File: src/shared/wakeup_irq_params.svh
`ifndef WAKEUP_IRQ_PARAMS_SVH
`define WAKEUP_IRQ_PARAMS_SVH
`define ADDR_WAKE_FLAGS  4'h0
`define ADDR_WAKE_EDGE   4'h1
`define ADDR_EXT_FLAGS   4'h2
`define ADDR_EXT_EDGE    4'h3
`define ADDR_PMR_FIRST   4'h4
`define ADDR_PMR_THIRD   4'h5
`define ADDR_PMR_FIFTH   4'h6
`define ADDR_WAKE_ENABLE 4'h7
`define ADDR_EXT_ENABLE  4'h8
`define ADDR_IRQ_STATUS  4'h9
`define ADDR_IRQ_MASK    4'hA
`define PMR_FIRST_EXT_LSB 1
`define PMR_THIRD_EXT_BIT 0
`define RESET_BYTE 8'h00
`define RESET_EXT  5'h00
`define STAT_WAKE_BIT 0
`define STAT_EXT_BIT  1
`endif

File: src/shared/wakeup_irq_pkg.sv
package wakeup_irq_pkg;
	typedef struct packed {
		logic [3:0] addr;
		logic [7:0] wdata;
		logic       wr;
		logic       rd;
	} reg_req_t;
	typedef enum logic [0:0] {
		EDGE_FALLING,
		EDGE_RISING
	} edge_sel_t;
endpackage

File: src/hw/wakeup_irq_flags.sv
// Chosen here: the plain strobed port and the address map.
`timescale 1ns/1ps
`include "wakeup_irq_params.svh"
module wakeup_irq_flags (
	// Clock and reset
	input  wire logic                      clk_sys,
	input  wire logic                      rst_n,
	// Register port
	input  wire wakeup_irq_pkg::reg_req_t  bus_req,
	output logic [7:0]                     bus_rdata,
	// Pins, active low
	input  wire logic [7:0]                wakeup_pins_n,
	input  wire logic [4:0]                ext_pins_n,
	// Interrupts
	output logic                           wakeup_irq,
	output logic                           ext_irq,
	output logic                           irq
);

	logic [7:0] wake_meta_reg;
	logic [7:0] wake_s1_reg;
	logic [7:0] wake_s2_reg;
	logic [7:0] wake_lvl_reg;
	logic [4:0] ext_meta_reg;
	logic [4:0] ext_s1_reg;
	logic [4:0] ext_s2_reg;
	logic [4:0] ext_lvl_reg;
	logic [7:0] wakeup_flag_register;
	logic [7:0] wakeup_edge_register;
	logic [4:0] ext_request_flag_register;
	logic [4:0] ext_edge_register;
	logic [7:0] port_mode_reg_first;
	logic [7:0] port_mode_reg_third;
	logic [7:0] port_mode_reg_fifth;
	logic [7:0] wake_enable_reg;
	logic [4:0] ext_enable_reg;
	logic [1:0] irq_status_reg;
	logic [1:0] irq_mask_reg;
	logic       pmr_touch_reg;
	logic [7:0] wake_lvl_next;
	logic [4:0] ext_lvl_next;
	logic [7:0] wake_set;
	logic [4:0] ext_set;
	logic [4:0] ext_func;
	logic [4:0] ext_func_next;
	logic [7:0] wake_clr;
	logic [4:0] ext_clr;
	logic       wr_ok;

	function automatic logic hit(input wakeup_irq_pkg::reg_req_t r, input logic [3:0] a);
		hit = r.wr && (r.addr == a);
	endfunction

	function automatic logic is_pmr(input logic [3:0] a);
		is_pmr = (a == `ADDR_PMR_FIRST) || (a == `ADDR_PMR_THIRD) || (a == `ADDR_PMR_FIFTH);
	endfunction

	// Three-stage synchronisers; a change counts when stages two and three agree.
	always_ff @(posedge clk_sys or negedge rst_n) begin
		if (!rst_n) begin
			wake_meta_reg <= 8'hFF;
			wake_s1_reg   <= 8'hFF;
			wake_s2_reg   <= 8'hFF;
			wake_lvl_reg  <= 8'hFF;
			ext_meta_reg  <= 5'h1F;
			ext_s1_reg    <= 5'h1F;
			ext_s2_reg    <= 5'h1F;
			ext_lvl_reg   <= 5'h1F;
		end else begin
			wake_meta_reg <= wakeup_pins_n;
			wake_s1_reg   <= wake_meta_reg;
			wake_s2_reg   <= wake_s1_reg;
			wake_lvl_reg  <= wake_lvl_next;
			ext_meta_reg  <= ext_pins_n;
			ext_s1_reg    <= ext_meta_reg;
			ext_s2_reg    <= ext_s1_reg;
			ext_lvl_reg   <= ext_lvl_next;
		end
	end

	// Function bits of the external inputs come from two mode registers.
	assign ext_func = {port_mode_reg_first[`PMR_FIRST_EXT_LSB+3:`PMR_FIRST_EXT_LSB],
		port_mode_reg_third[`PMR_THIRD_EXT_BIT]};
	assign ext_func_next = {bus_req.wdata[`PMR_FIRST_EXT_LSB+3:`PMR_FIRST_EXT_LSB],
		bus_req.wdata[`PMR_THIRD_EXT_BIT]};

	// A clear in the cycle right after a mode register access is dropped.
	assign wr_ok = !pmr_touch_reg;

	genvar i;
	generate
		for (i = 0; i < 8; i++) begin : g_wake
			assign wake_lvl_next[i] = (wake_s1_reg[i] == wake_s2_reg[i]) ?
				wake_s2_reg[i] : wake_lvl_reg[i];
			assign wake_set[i] = (wake_enable_reg[i] &&
				((wake_lvl_reg[i] && !wake_lvl_next[i] && !wakeup_edge_register[i]) ||
				(!wake_lvl_reg[i] && wake_lvl_next[i] && wakeup_edge_register[i])))
				|| (hit(bus_req, `ADDR_PMR_FIFTH) && !port_mode_reg_fifth[i] &&
				bus_req.wdata[i] && !wake_lvl_reg[i]);
			assign wake_clr[i] = hit(bus_req, `ADDR_WAKE_FLAGS) && wr_ok && !bus_req.wdata[i];
		end
		for (i = 0; i < 5; i++) begin : g_ext
			assign ext_lvl_next[i] = (ext_s1_reg[i] == ext_s2_reg[i]) ?
				ext_s2_reg[i] : ext_lvl_reg[i];
			assign ext_set[i] = (ext_enable_reg[i] &&
				((ext_lvl_reg[i] && !ext_lvl_next[i] && !ext_edge_register[i]) ||
				(!ext_lvl_reg[i] && ext_lvl_next[i] && ext_edge_register[i])))
				|| ((i == 0 ? hit(bus_req, `ADDR_PMR_THIRD) : hit(bus_req, `ADDR_PMR_FIRST))
				&& !ext_lvl_reg[i] &&
				((!ext_func[i] && ext_func_next[i] && !ext_edge_register[i]) ||
				(ext_func[i] && !ext_func_next[i] && ext_edge_register[i])));
			assign ext_clr[i] = hit(bus_req, `ADDR_EXT_FLAGS) && wr_ok && !bus_req.wdata[i];
		end
	endgenerate

	// Request flags: set wins over clear, nothing but a write clears them.
	always_ff @(posedge clk_sys or negedge rst_n) begin
		if (!rst_n) begin
			wakeup_flag_register      <= `RESET_BYTE;
			ext_request_flag_register <= `RESET_EXT;
		end else begin
			wakeup_flag_register      <= (wakeup_flag_register & ~wake_clr) | wake_set;
			ext_request_flag_register <= (ext_request_flag_register & ~ext_clr) | ext_set;
		end
	end

	// Control registers.
	always_ff @(posedge clk_sys or negedge rst_n) begin
		if (!rst_n) begin
			wakeup_edge_register <= `RESET_BYTE;
			ext_edge_register    <= `RESET_EXT;
			port_mode_reg_first  <= `RESET_BYTE;
			port_mode_reg_third  <= `RESET_BYTE;
			port_mode_reg_fifth  <= `RESET_BYTE;
			wake_enable_reg      <= `RESET_BYTE;
			ext_enable_reg       <= `RESET_EXT;
			irq_mask_reg         <= 2'h0;
			pmr_touch_reg        <= 1'b0;
		end else begin
			pmr_touch_reg <= (bus_req.wr || bus_req.rd) && is_pmr(bus_req.addr);
			if (hit(bus_req, `ADDR_WAKE_EDGE))
				wakeup_edge_register <= bus_req.wdata;
			if (hit(bus_req, `ADDR_EXT_EDGE))
				ext_edge_register <= bus_req.wdata[4:0];
			if (hit(bus_req, `ADDR_PMR_FIRST))
				port_mode_reg_first <= bus_req.wdata;
			if (hit(bus_req, `ADDR_PMR_THIRD))
				port_mode_reg_third <= bus_req.wdata;
			if (hit(bus_req, `ADDR_PMR_FIFTH))
				port_mode_reg_fifth <= bus_req.wdata;
			if (hit(bus_req, `ADDR_WAKE_ENABLE))
				wake_enable_reg <= bus_req.wdata;
			if (hit(bus_req, `ADDR_EXT_ENABLE))
				ext_enable_reg <= bus_req.wdata[4:0];
			if (hit(bus_req, `ADDR_IRQ_MASK))
				irq_mask_reg <= bus_req.wdata[1:0];
		end
	end

	// Sticky summary status; a read clears it, but a new event in that cycle wins.
	always_ff @(posedge clk_sys or negedge rst_n) begin
		if (!rst_n) begin
			irq_status_reg <= 2'h0;
		end else begin
			irq_status_reg <= ((bus_req.rd && bus_req.addr == `ADDR_IRQ_STATUS) ?
				2'h0 : irq_status_reg) | {|ext_set, |wake_set};
		end
	end

	// Read data one cycle after the strobe; unmapped addresses read zero.
	always_ff @(posedge clk_sys or negedge rst_n) begin
		if (!rst_n) begin
			bus_rdata <= 8'h00;
		end else if (bus_req.rd) begin
			case (bus_req.addr)
				`ADDR_WAKE_FLAGS:  bus_rdata <= wakeup_flag_register;
				`ADDR_WAKE_EDGE:   bus_rdata <= wakeup_edge_register;
				`ADDR_EXT_FLAGS:   bus_rdata <= {3'h0, ext_request_flag_register};
				`ADDR_EXT_EDGE:    bus_rdata <= {3'h0, ext_edge_register};
				`ADDR_PMR_FIRST:   bus_rdata <= port_mode_reg_first;
				`ADDR_PMR_THIRD:   bus_rdata <= port_mode_reg_third;
				`ADDR_PMR_FIFTH:   bus_rdata <= port_mode_reg_fifth;
				`ADDR_WAKE_ENABLE: bus_rdata <= wake_enable_reg;
				`ADDR_EXT_ENABLE:  bus_rdata <= {3'h0, ext_enable_reg};
				`ADDR_IRQ_STATUS:  bus_rdata <= {6'h00, irq_status_reg};
				`ADDR_IRQ_MASK:    bus_rdata <= {6'h00, irq_mask_reg};
				default:           bus_rdata <= 8'h00;
			endcase
		end else begin
			bus_rdata <= 8'h00;
		end
	end

	// Interrupt outputs registered; they lag the flags by one cycle.
	always_ff @(posedge clk_sys or negedge rst_n) begin
		if (!rst_n) begin
			wakeup_irq <= 1'b0;
			ext_irq    <= 1'b0;
			irq        <= 1'b0;
		end else begin
			wakeup_irq <= |(wakeup_flag_register & wake_enable_reg);
			ext_irq    <= |(ext_request_flag_register & ext_enable_reg);
			irq        <= |(irq_status_reg & irq_mask_reg);
		end
	end

	chk_wake_irq_level: assert property (@(posedge clk_sys) disable iff (!rst_n)
		wakeup_irq == $past(|(wakeup_flag_register & wake_enable_reg)))
		else $error("wakeup irq does not follow enabled flags");
	chk_flag_set_stays: assert property (@(posedge clk_sys) disable iff (!rst_n)
		(|wake_set) |=> ((wakeup_flag_register & $past(wake_set)) == $past(wake_set)))
		else $error("wakeup flag not set by event");
	chk_flag_no_clear: assert property (@(posedge clk_sys) disable iff (!rst_n)
		!hit(bus_req, `ADDR_WAKE_FLAGS) |=>
		((wakeup_flag_register & $past(wakeup_flag_register)) == $past(wakeup_flag_register)))
		else $error("wakeup flag dropped without a write");
	chk_write_one_noop: assert property (@(posedge clk_sys) disable iff (!rst_n)
		(hit(bus_req, `ADDR_WAKE_FLAGS) && bus_req.wdata == 8'hFF && wake_set == 8'h00) |=>
		wakeup_flag_register == $past(wakeup_flag_register))
		else $error("writing ones changed wakeup flags");
	chk_clear_blocked: assert property (@(posedge clk_sys) disable iff (!rst_n)
		(pmr_touch_reg && hit(bus_req, `ADDR_WAKE_FLAGS)) |=>
		((wakeup_flag_register & $past(wakeup_flag_register)) == $past(wakeup_flag_register)))
		else $error("clear right after mode access took effect");
	chk_clear_works: assert property (@(posedge clk_sys) disable iff (!rst_n)
		(!pmr_touch_reg && hit(bus_req, `ADDR_WAKE_FLAGS) && bus_req.wdata == 8'h00 &&
		wake_set == 8'h00) |=> wakeup_flag_register == 8'h00)
		else $error("wakeup clear failed");
	chk_edge_write: assert property (@(posedge clk_sys) disable iff (!rst_n)
		hit(bus_req, `ADDR_WAKE_EDGE) |=> wakeup_edge_register == $past(bus_req.wdata))
		else $error("edge register write lost");
	chk_pmr_wake_set: assert property (@(posedge clk_sys) disable iff (!rst_n)
		(hit(bus_req, `ADDR_PMR_FIFTH) && !port_mode_reg_fifth[0] && bus_req.wdata[0] &&
		!wake_lvl_reg[0]) |=> wakeup_flag_register[0])
		else $error("function switch while low did not set flag");
	chk_ext_rise_set: assert property (@(posedge clk_sys) disable iff (!rst_n)
		(hit(bus_req, `ADDR_PMR_THIRD) && !ext_func[0] && bus_req.wdata[0] &&
		!ext_lvl_reg[0] && !ext_edge_register[0]) |=> ext_request_flag_register[0])
		else $error("ext flag not set on function enable");
	chk_ext_fall_set: assert property (@(posedge clk_sys) disable iff (!rst_n)
		(hit(bus_req, `ADDR_PMR_FIRST) && ext_func[1] && !bus_req.wdata[1] &&
		!ext_lvl_reg[1] && ext_edge_register[1]) |=> ext_request_flag_register[1])
		else $error("ext flag not set on function disable");

	// The external flags follow the same keep-until-cleared rules as the wakeup flags.

	chk_ext_irq_level: assert property (@(posedge clk_sys) disable iff (!rst_n)
		ext_irq == $past(|(ext_request_flag_register & ext_enable_reg)))
		else $error("ext irq does not follow enabled flags");

	chk_sum_irq_level: assert property (@(posedge clk_sys) disable iff (!rst_n)
		irq == $past(|(irq_status_reg & irq_mask_reg)))
		else $error("summary irq does not follow masked status");

	chk_ext_flag_hold: assert property (@(posedge clk_sys) disable iff (!rst_n)
		!hit(bus_req, `ADDR_EXT_FLAGS) |=> ((ext_request_flag_register &
		$past(ext_request_flag_register)) == $past(ext_request_flag_register)))
		else $error("ext flag dropped without a write");

	chk_ext_set_stays: assert property (@(posedge clk_sys) disable iff (!rst_n)
		(|ext_set) |=> ((ext_request_flag_register & $past(ext_set)) == $past(ext_set)))
		else $error("ext flag not set by event");

	chk_ext_clr_blocked: assert property (@(posedge clk_sys) disable iff (!rst_n)
		(pmr_touch_reg && hit(bus_req, `ADDR_EXT_FLAGS)) |=> ((ext_request_flag_register &
		$past(ext_request_flag_register)) == $past(ext_request_flag_register)))
		else $error("ext clear right after mode access took effect");

	chk_ext_clear_works: assert property (@(posedge clk_sys) disable iff (!rst_n)
		(!pmr_touch_reg && hit(bus_req, `ADDR_EXT_FLAGS) && bus_req.wdata == 8'h00 &&
		ext_set == 5'h00) |=> ext_request_flag_register == 5'h00)
		else $error("ext clear failed");

	chk_ext_one_noop: assert property (@(posedge clk_sys) disable iff (!rst_n)
		(hit(bus_req, `ADDR_EXT_FLAGS) && bus_req.wdata == 8'hFF && ext_set == 5'h00) |=>
		ext_request_flag_register == $past(ext_request_flag_register))
		else $error("writing ones changed ext flags");

	chk_edge_hold: assert property (@(posedge clk_sys) disable iff (!rst_n)
		!hit(bus_req, `ADDR_WAKE_EDGE) |=> $stable(wakeup_edge_register))
		else $error("edge register changed without a write");

	chk_first_write: assert property (@(posedge clk_sys) disable iff (!rst_n)
		hit(bus_req, `ADDR_PMR_FIRST) |=> port_mode_reg_first == $past(bus_req.wdata))
		else $error("first mode register write lost");

	chk_third_write: assert property (@(posedge clk_sys) disable iff (!rst_n)
		hit(bus_req, `ADDR_PMR_THIRD) |=> port_mode_reg_third == $past(bus_req.wdata))
		else $error("third mode register write lost");

	chk_fifth_write: assert property (@(posedge clk_sys) disable iff (!rst_n)
		hit(bus_req, `ADDR_PMR_FIFTH) |=> port_mode_reg_fifth == $past(bus_req.wdata))
		else $error("fifth mode register write lost");

	chk_enable_write: assert property (@(posedge clk_sys) disable iff (!rst_n)
		hit(bus_req, `ADDR_WAKE_ENABLE) |=> wake_enable_reg == $past(bus_req.wdata))
		else $error("wake enable write lost");

	chk_ext_edge_write: assert property (@(posedge clk_sys) disable iff (!rst_n)
		hit(bus_req, `ADDR_EXT_EDGE) |=> ext_edge_register == $past(bus_req.wdata[4:0]))
		else $error("ext edge register write lost");

	chk_mask_write: assert property (@(posedge clk_sys) disable iff (!rst_n)
		hit(bus_req, `ADDR_IRQ_MASK) |=> irq_mask_reg == $past(bus_req.wdata[1:0]))
		else $error("mask register write lost");

	chk_wake_fall_set: assert property (@(posedge clk_sys) disable iff (!rst_n)
		(wake_enable_reg[0] && wake_lvl_reg[0] && !wake_lvl_next[0] &&
		!wakeup_edge_register[0]) |=> wakeup_flag_register[0])
		else $error("falling edge did not set flag");

	chk_wake_rise_set: assert property (@(posedge clk_sys) disable iff (!rst_n)
		(wake_enable_reg[7] && !wake_lvl_reg[7] && wake_lvl_next[7] &&
		wakeup_edge_register[7]) |=> wakeup_flag_register[7])
		else $error("rising edge did not set flag");

	chk_wake_no_spur: assert property (@(posedge clk_sys) disable iff (!rst_n)
		(wake_set == 8'h00) |=>
		((wakeup_flag_register & ~$past(wakeup_flag_register)) == 8'h00))
		else $error("wakeup flag rose without an event");

	chk_fifth_set_top: assert property (@(posedge clk_sys) disable iff (!rst_n)
		(hit(bus_req, `ADDR_PMR_FIFTH) && !port_mode_reg_fifth[7] && bus_req.wdata[7] &&
		!wake_lvl_reg[7]) |=> wakeup_flag_register[7])
		else $error("function switch on top pin did not set flag");

	chk_ext_first_set: assert property (@(posedge clk_sys) disable iff (!rst_n)
		(hit(bus_req, `ADDR_PMR_FIRST) && !ext_func[4] && bus_req.wdata[4] &&
		!ext_lvl_reg[4] && !ext_edge_register[4]) |=> ext_request_flag_register[4])
		else $error("ext flag 4 not set on function enable");

	chk_rdata_idle: assert property (@(posedge clk_sys) disable iff (!rst_n)
		!bus_req.rd |=> bus_rdata == 8'h00)
		else $error("read data shown without a read");

	chk_rdata_flags: assert property (@(posedge clk_sys) disable iff (!rst_n)
		(bus_req.rd && bus_req.addr == `ADDR_WAKE_FLAGS) |=>
		bus_rdata == $past(wakeup_flag_register))
		else $error("flag read returned wrong data");

	chk_status_wake: assert property (@(posedge clk_sys) disable iff (!rst_n)
		(|wake_set) |=> irq_status_reg[`STAT_WAKE_BIT])
		else $error("wake status not set");

	chk_status_ext: assert property (@(posedge clk_sys) disable iff (!rst_n)
		(|ext_set) |=> irq_status_reg[`STAT_EXT_BIT])
		else $error("ext status not set");

	chk_touch_window: assert property (@(posedge clk_sys) disable iff (!rst_n)
		((bus_req.wr || bus_req.rd) && is_pmr(bus_req.addr)) |=> pmr_touch_reg)
		else $error("mode access did not open the block window");

	// A level only moves once two synchroniser stages agree, which filters single-cycle glitches.

	chk_lvl_agree: assert property (@(posedge clk_sys) disable iff (!rst_n)
		(wake_s1_reg[0] != wake_s2_reg[0]) |=> $stable(wake_lvl_reg[0]))
		else $error("pin level moved before stages agreed");

endmodule // wakeup_irq_flags

File: config.mk
export PLATFORM = sky130hd
export DESIGN_NAME = wakeup_irq_flags
export DESIGN_NICKNAME = d
export VERILOG_FILES = /design/src/shared/wakeup_irq_pkg.sv /design/src/hw/wakeup_irq_flags.sv
export VERILOG_INCLUDE_DIRS = /design/src /design/src/shared
export SDC_FILE = /design/constraint.sdc
export NUM_CORES = 1
export LEC_CHECK = 0
export ABC_AREA = 1
export BUFFER_PORTS_ARGS = -buffer_cell sky130_fd_sc_hd__buf_2
export CAP_MARGIN = 20
export CORE_MARGIN = 4
export CORE_UTILIZATION = 54
export DETAILED_ROUTE_END_ITERATION = 10
export MAX_ROUTING_LAYER = met4
export PLACE_DENSITY_LB_ADDON = 0.3
export SYNTH_ARGS = -nofsm -noshare
export SYNTH_HDL_FRONTEND = slang
export SYNTH_SLANG_ARGS = --single-unit
File: constraint.sdc
create_clock -name clk_sys -period 1.4 [get_ports clk_sys]
set_clock_uncertainty 0.15 [all_clocks]
set_input_delay 0.21 -clock clk_sys [delete_from_list [all_inputs] [get_ports clk_sys]]
set_output_delay 0.21 -clock clk_sys [all_outputs]
set_load 0.05 [all_outputs]
== Word-level counts from Yosys, hierarchy flattened ==
Cells that the tools add are included.
Operators by class
  eq/ne operators: 23
  shift operators: 0
  reductions and logical operators: 247
  bitwise operators: 10
  order comparisons: 0
  $mul: 0
  divide/modulo/power cells: 0
  muxes and demuxes: 16
  $add $sub $neg: 0
Operators with widths (number)
  $logic_and 1x1->1: 146
  $pmux 8 s11: 1
  $logic_not 1->1: 61
  $logic_or 1x1->1: 34
  $and 8x8->8: 2
  $eq 4x3->1 const B: 4
  $reduce_or 8->1: 2
  $eq 1x1->1: 13
  $mux 1: 13
  $eq 4x4->1 const B: 3
  $and 5x5->5: 2
  $reduce_or 5->1: 2
  $eq 4x2->1 const B: 2
  $mux 8: 1
  $not 8->8: 1
  $or 8x8->8: 1
  $not 5->5: 1
  $or 5x5->5: 1
  $eq 4x1->1 const B: 1
  $logic_not 4->1: 1
  $and 2x2->2: 1
  $mux 2: 1
  $or 2x2->2: 1
  $reduce_or 2->1: 1
Storage, ports and cells
  bits in registers: 131
  memories: 0
  memory bits (writable): 0
  bits of input ports: 29
  latch bits: 0
  output and inout bits: 11
  word-level logic and storage cells: 320
  bits in read-only memories: 0

== Depth between registers and ports, before layout ==
  word-level depth: 10
  depth in mapped cells: 10
  depth with buffers taken out: 10

== Least setup slack after synthesis ==
No wires, ideal clock.
  path kind: flip-flop to flip-flop
  start point: register wake_s1_reg[7]
  end point: register irq_status_reg[0]
  buffers on the path: 0
  clock period less this slack: 1.325 ns
  cell stages (with the launch flop): 10
  arrival: 1.056 ns
  path slack: 0.075 ns
  data required time: 1.131 ns
  setup time: 0.119 ns
  path through: dfstp_2 > inv_1 > nand3b_1 > nand2_1 > nand3_1 > nand2_1 > nor2_1 > nand2_1 > nor2_1 > nand2_1
Between the ends
  cells in the longest elaborated chain, start to end: 10
  elaborated cells on any way between the ends: 12
  those cells by class: 1 x eq/ne; 1 x mux; 1 x bitwise; 9 x reduce/logical
Ends and longest elaborated chain
  start, declared: RTL line wakeup_irq_flags.sv:21  | logic [7:0] wake_s1_reg;
  start signal, assigned: RTL line wakeup_irq_flags.sv:71  | wake_s1_reg <= wake_meta_reg;
  $eq 1x1->1 (*): RTL line wakeup_irq_flags.sv:93  | assign wake_lvl_next[i] = (wake_s1_reg[i] == wake_s2_reg[i]) ?
  $mux 1 (*): RTL line wakeup_irq_flags.sv:93
  $logic_not 1->1: RTL line wakeup_irq_flags.sv:96  | ((wake_lvl_reg[i] && !wake_lvl_next[i] && !wakeup_edge_register[i]) ||
  $logic_and 1x1->1 (2 in a row): RTL line wakeup_irq_flags.sv:96
  $logic_or 1x1->1 (*): RTL line wakeup_irq_flags.sv:96
  $logic_and 1x1->1 (*): RTL line wakeup_irq_flags.sv:95  | assign wake_set[i] = (wake_enable_reg[i] &&
  $logic_or 1x1->1 (*): RTL line wakeup_irq_flags.sv:95
  $reduce_or 8->1 (*): RTL line wakeup_irq_flags.sv:166  | 2'h0 : irq_status_reg) | {|ext_set, |wake_set};
  $or 2x2->2 (*): RTL line wakeup_irq_flags.sv:165  | irq_status_reg <= ((bus_req.rd && bus_req.addr == `ADDR_IRQ_STATUS) ?
  end signal, assigned: RTL line wakeup_irq_flags.sv:165
  end, declared: RTL line wakeup_irq_flags.sv:37  | logic [1:0] irq_status_reg;
Every way passes the cells marked *; elsewhere a longest branch is shown, timed or not.
A chain may end at the register's enable or synchronous reset.

== Worst setup path in the final report ==
  start point: register wake_s1_reg[0]
  end point: register irq_status_reg[0]
The elaborated chain is that of the path after synthesis.

==> results.ini <==
[run_status]
run_status = finished with violations
failed_checks = negative setup slack

[timing]
min_period_ns = 1.433
timing.fmax_mhz = 698.1
fin_crit_sh_pct = 102.3
whs_ns = 0.07756
tightest_slew_ns = 0.3675
finalSetupViolations = 11
hold_viol = 0
worst_slack_ns = -0.03256
relSlewSlack_pct = 75.47
rsz0062_at_grt = true
finalMaxSlewViolations = 0

[logic_synthesis]
synth-simple-area-share_pct = 21.06
synth_fa_ha_area_share_pct = 0
synthXorXnorAreaFrac_pct = 0
synth_top_family_by_area = simple AND/OR/NAND/NOR gates
synth.area.top_cells = dfrtp_1 35%, dfstp_2 24%, nand2_1 11%, o21ai_0 7.6%, inv_1 4.7%
ys_ff_latch = 131
synthCells = 632
yosysUniqueCellTypes = 29
yosys_warnings = 0
synthMuxAreaShare_pct = 0.2002
synth-compound-area-share_pct = 13.48
synth_top_area_share_pct = 35.14
ys.flop_type = dfrtp_1
ys_seq_area_share_pct = 59.43
syn_area_per_cell_um2 = 8.901
yosys.area.top_type = dfrtp_1
synth_edf_count = 0
synth.cell_area_um2 = 5625
syn_nets = 661
synth_common_cells = 172 x nand2_1, 85 x o21ai_0, 79 x dfrtp_1
synth.most_common_cell = nand2_1
async_flop_share_pct = 100.0

[floorplanning]
die-height_um = 110.1
die_area_um2 = 12110
core-area_um2 = 9955
initial_core_util_pct = 56.51
pin_count = 40
row_count = 36
die_width_um = 110.1

[route]
vias_per_cell = 5.451
route.detailed.drc = 0
wl_per_cell_um = 16.32
vias = 4982
ant_nets = 0
routed_wl_um = 14920
dr.pass1.iters = 5
drt_iter0_markers = 381

[power]
p_int_mw = 7.509
p_sw_share_pct = 28.72
p_total_mw = 10.54
ir_worst_vdd_mv = 1.041
power.density_nw_per_um2 = 1432
power.share.combinational_pct = 17.6
leakagePower_nw = 3.460
p_seq_share_pct = 46.5
power_frac_clock_pct = 35.9
p_sw_mw = 3.026

[clocking]
cts-htree-levels = 4
cts_buffer_depth = 2
cts_tree = done
clock-sinks = 131
cts_root_buf = clkbuf_8
clk_latency_ns = 0.53
cts_buffers = 17
path_clk_slew_ns = 0.06

[worst_setup_path]
critPathKind = register to register
r2r_end = irq_status_reg[0]
worstPathRequired_ns = 1.67
worstSetupEndpointType = register
r2r_slack_ns = -0.03
cp.arrival_ns = 1.70
startpoint_type = register
worstPathMaxFanout = 2
r2r-start = wake_s1_reg[0]
reg2reg_depth = 9

[global_route]
antenna_found_initial = 0
grt_usage_pct = 27.99
grt_max_degree = 40
overflow = 0
grt_pass1_wl_um = 24380
grt_pass1_vias = 4948

[placed_design]
placed_cell_area_um2 = 6391
dpl.hpwl_um = 10500
gp_congestion = 0.9546
place_ws_ns = -0.2878
dp_cells = 849
portBuffers = 39

[worst_hold_path]
worstHoldStart = bus_req[13]
holdCritPathClass = input port to register
min_path_cells = 6
hold_end = port_mode_reg_first[1]

[flow_run]
drv_cap = 0

[finish]
n_antenna_cell = 0
fin_area_um2 = 7358
nets = 798
fill_cells = 742
stdcell_count = 914
layout-area-overhead-vs-synth_pct = 30.81
layout-drive-gt1-share_pct = 26.63

## critical path, stage by stage (launching register included)
cell	delay [ns]
dfstp_2	0.54
inv_2	0.04
nand3b_1	0.11
nand2_1	0.08
nand3_2	0.06
nand2_1	0.05
nor2_1	0.11
nand2_1	0.06
nor2_1	0.08
nand2_1	0.05
## per-stage QoR
stage          TNS, ns  util, %
2_1_floorplan        0        -
3_3_place_gp    -4.351    64.20
3_5_place_dp    -5.585    64.20
4_1_cts        -0.3284    73.09
5_1_grt        -0.7648    73.92
6_report       -0.1415    73.92
## worst max path at each step
stage / start / endpoint / slack (ns) / cells past startpoint
floorplan: wake_s1_reg[7] / irq_status_reg[0] / 0.08 / 9
global placement: bus_req[12] / bus_rdata[4] / -0.28 / 9
detailed placement: bus_req[12] / bus_rdata[4] / -0.29 / 9
CTS: bus_rdata[4] / bus_rdata[4] / -0.04 / 1
global route: wake_lvl_reg[4] / irq_status_reg[0] / -0.1 / 6
finish: wake_s1_reg[0] / irq_status_reg[0] / -0.03 / 9
## timing repair
action,CTS,global route
setup buffers,2,5
resized for setup,34,17
hold buffers,27,0
endpoints found under the setup margin,17,38
hold endpoints to repair,191,0
pin swaps,7,10
## per-layer routing
layer  part of all wire [%]  global-route usage [%]
met1                     42                   35.96
met2                     47                   42.68
met3                    6.9                   6.348
met4                    3.6                   12.64
met5                      0                       -
## final cells by class
type / instances / area, um^2 / share of cell area (%)
tap: 133 / 166.4 / 2.262
sequential: 131 / 3343 / 45.43
timing repair buffer: 125 / 1050 / 14.27
clock buffer: 31 / 496.7 / 6.751
multi-input combinational: 418 / 2017 / 27.41
inverter: 76 / 285.3 / 3.877
## logic make-up after synthesis
logic type | count (synthesis)
mux | 1
simple gates | 276
buf+inv | 83
flops | 131
compound gates | 141
## layout by cell type (no fill, tap or decap), types with 3 or more instances in the layout
cell type,synthesis,final
clkbuf_16,0,16
buf_12,0,4
nand3_1,37,31
clkbuf_1,0,11
inv_2,4,8
clkbuf_8,0,4
o22ai_1,6,6
o211ai_1,6,6
dfstp_2,52,52
buf_2,4,27
buf_4,1,55
nor2_1,35,32
buf_6,1,11
nand4_1,10,10
o21ai_0,85,81
inv_1,71,67
nand2_1,172,167
a21o_1,3,3
nor2_4,4,5
nand3_2,0,6
o21ai_1,10,12
nor3_1,3,3
nor2_2,4,6
dlygate4sd3_1,0,27
nand3b_1,5,5
nand2_2,5,10
o31ai_1,4,4
dfrtp_1,79,79
a21oi_1,23,23
## power groups by stage
| stage | clock network, mW | logic [mW] | registers [mW] |
|---|---|---|---|
| 6_report | 3.78 | 1.85 | 4.90 |
| 3_3_place_gp | 0 | 1.59 | 4.89 |
| 5_1_grt | 4.01 | 2.08 | 4.97 |
| 4_1_cts | 3.82 | 1.81 | 4.89 |
| 2_1_floorplan | 0 | 0.878 | 4.98 |
| 3_5_place_dp | 0 | 1.65 | 4.92 |
Note: power is estimated with default switching activity, not from simulation.
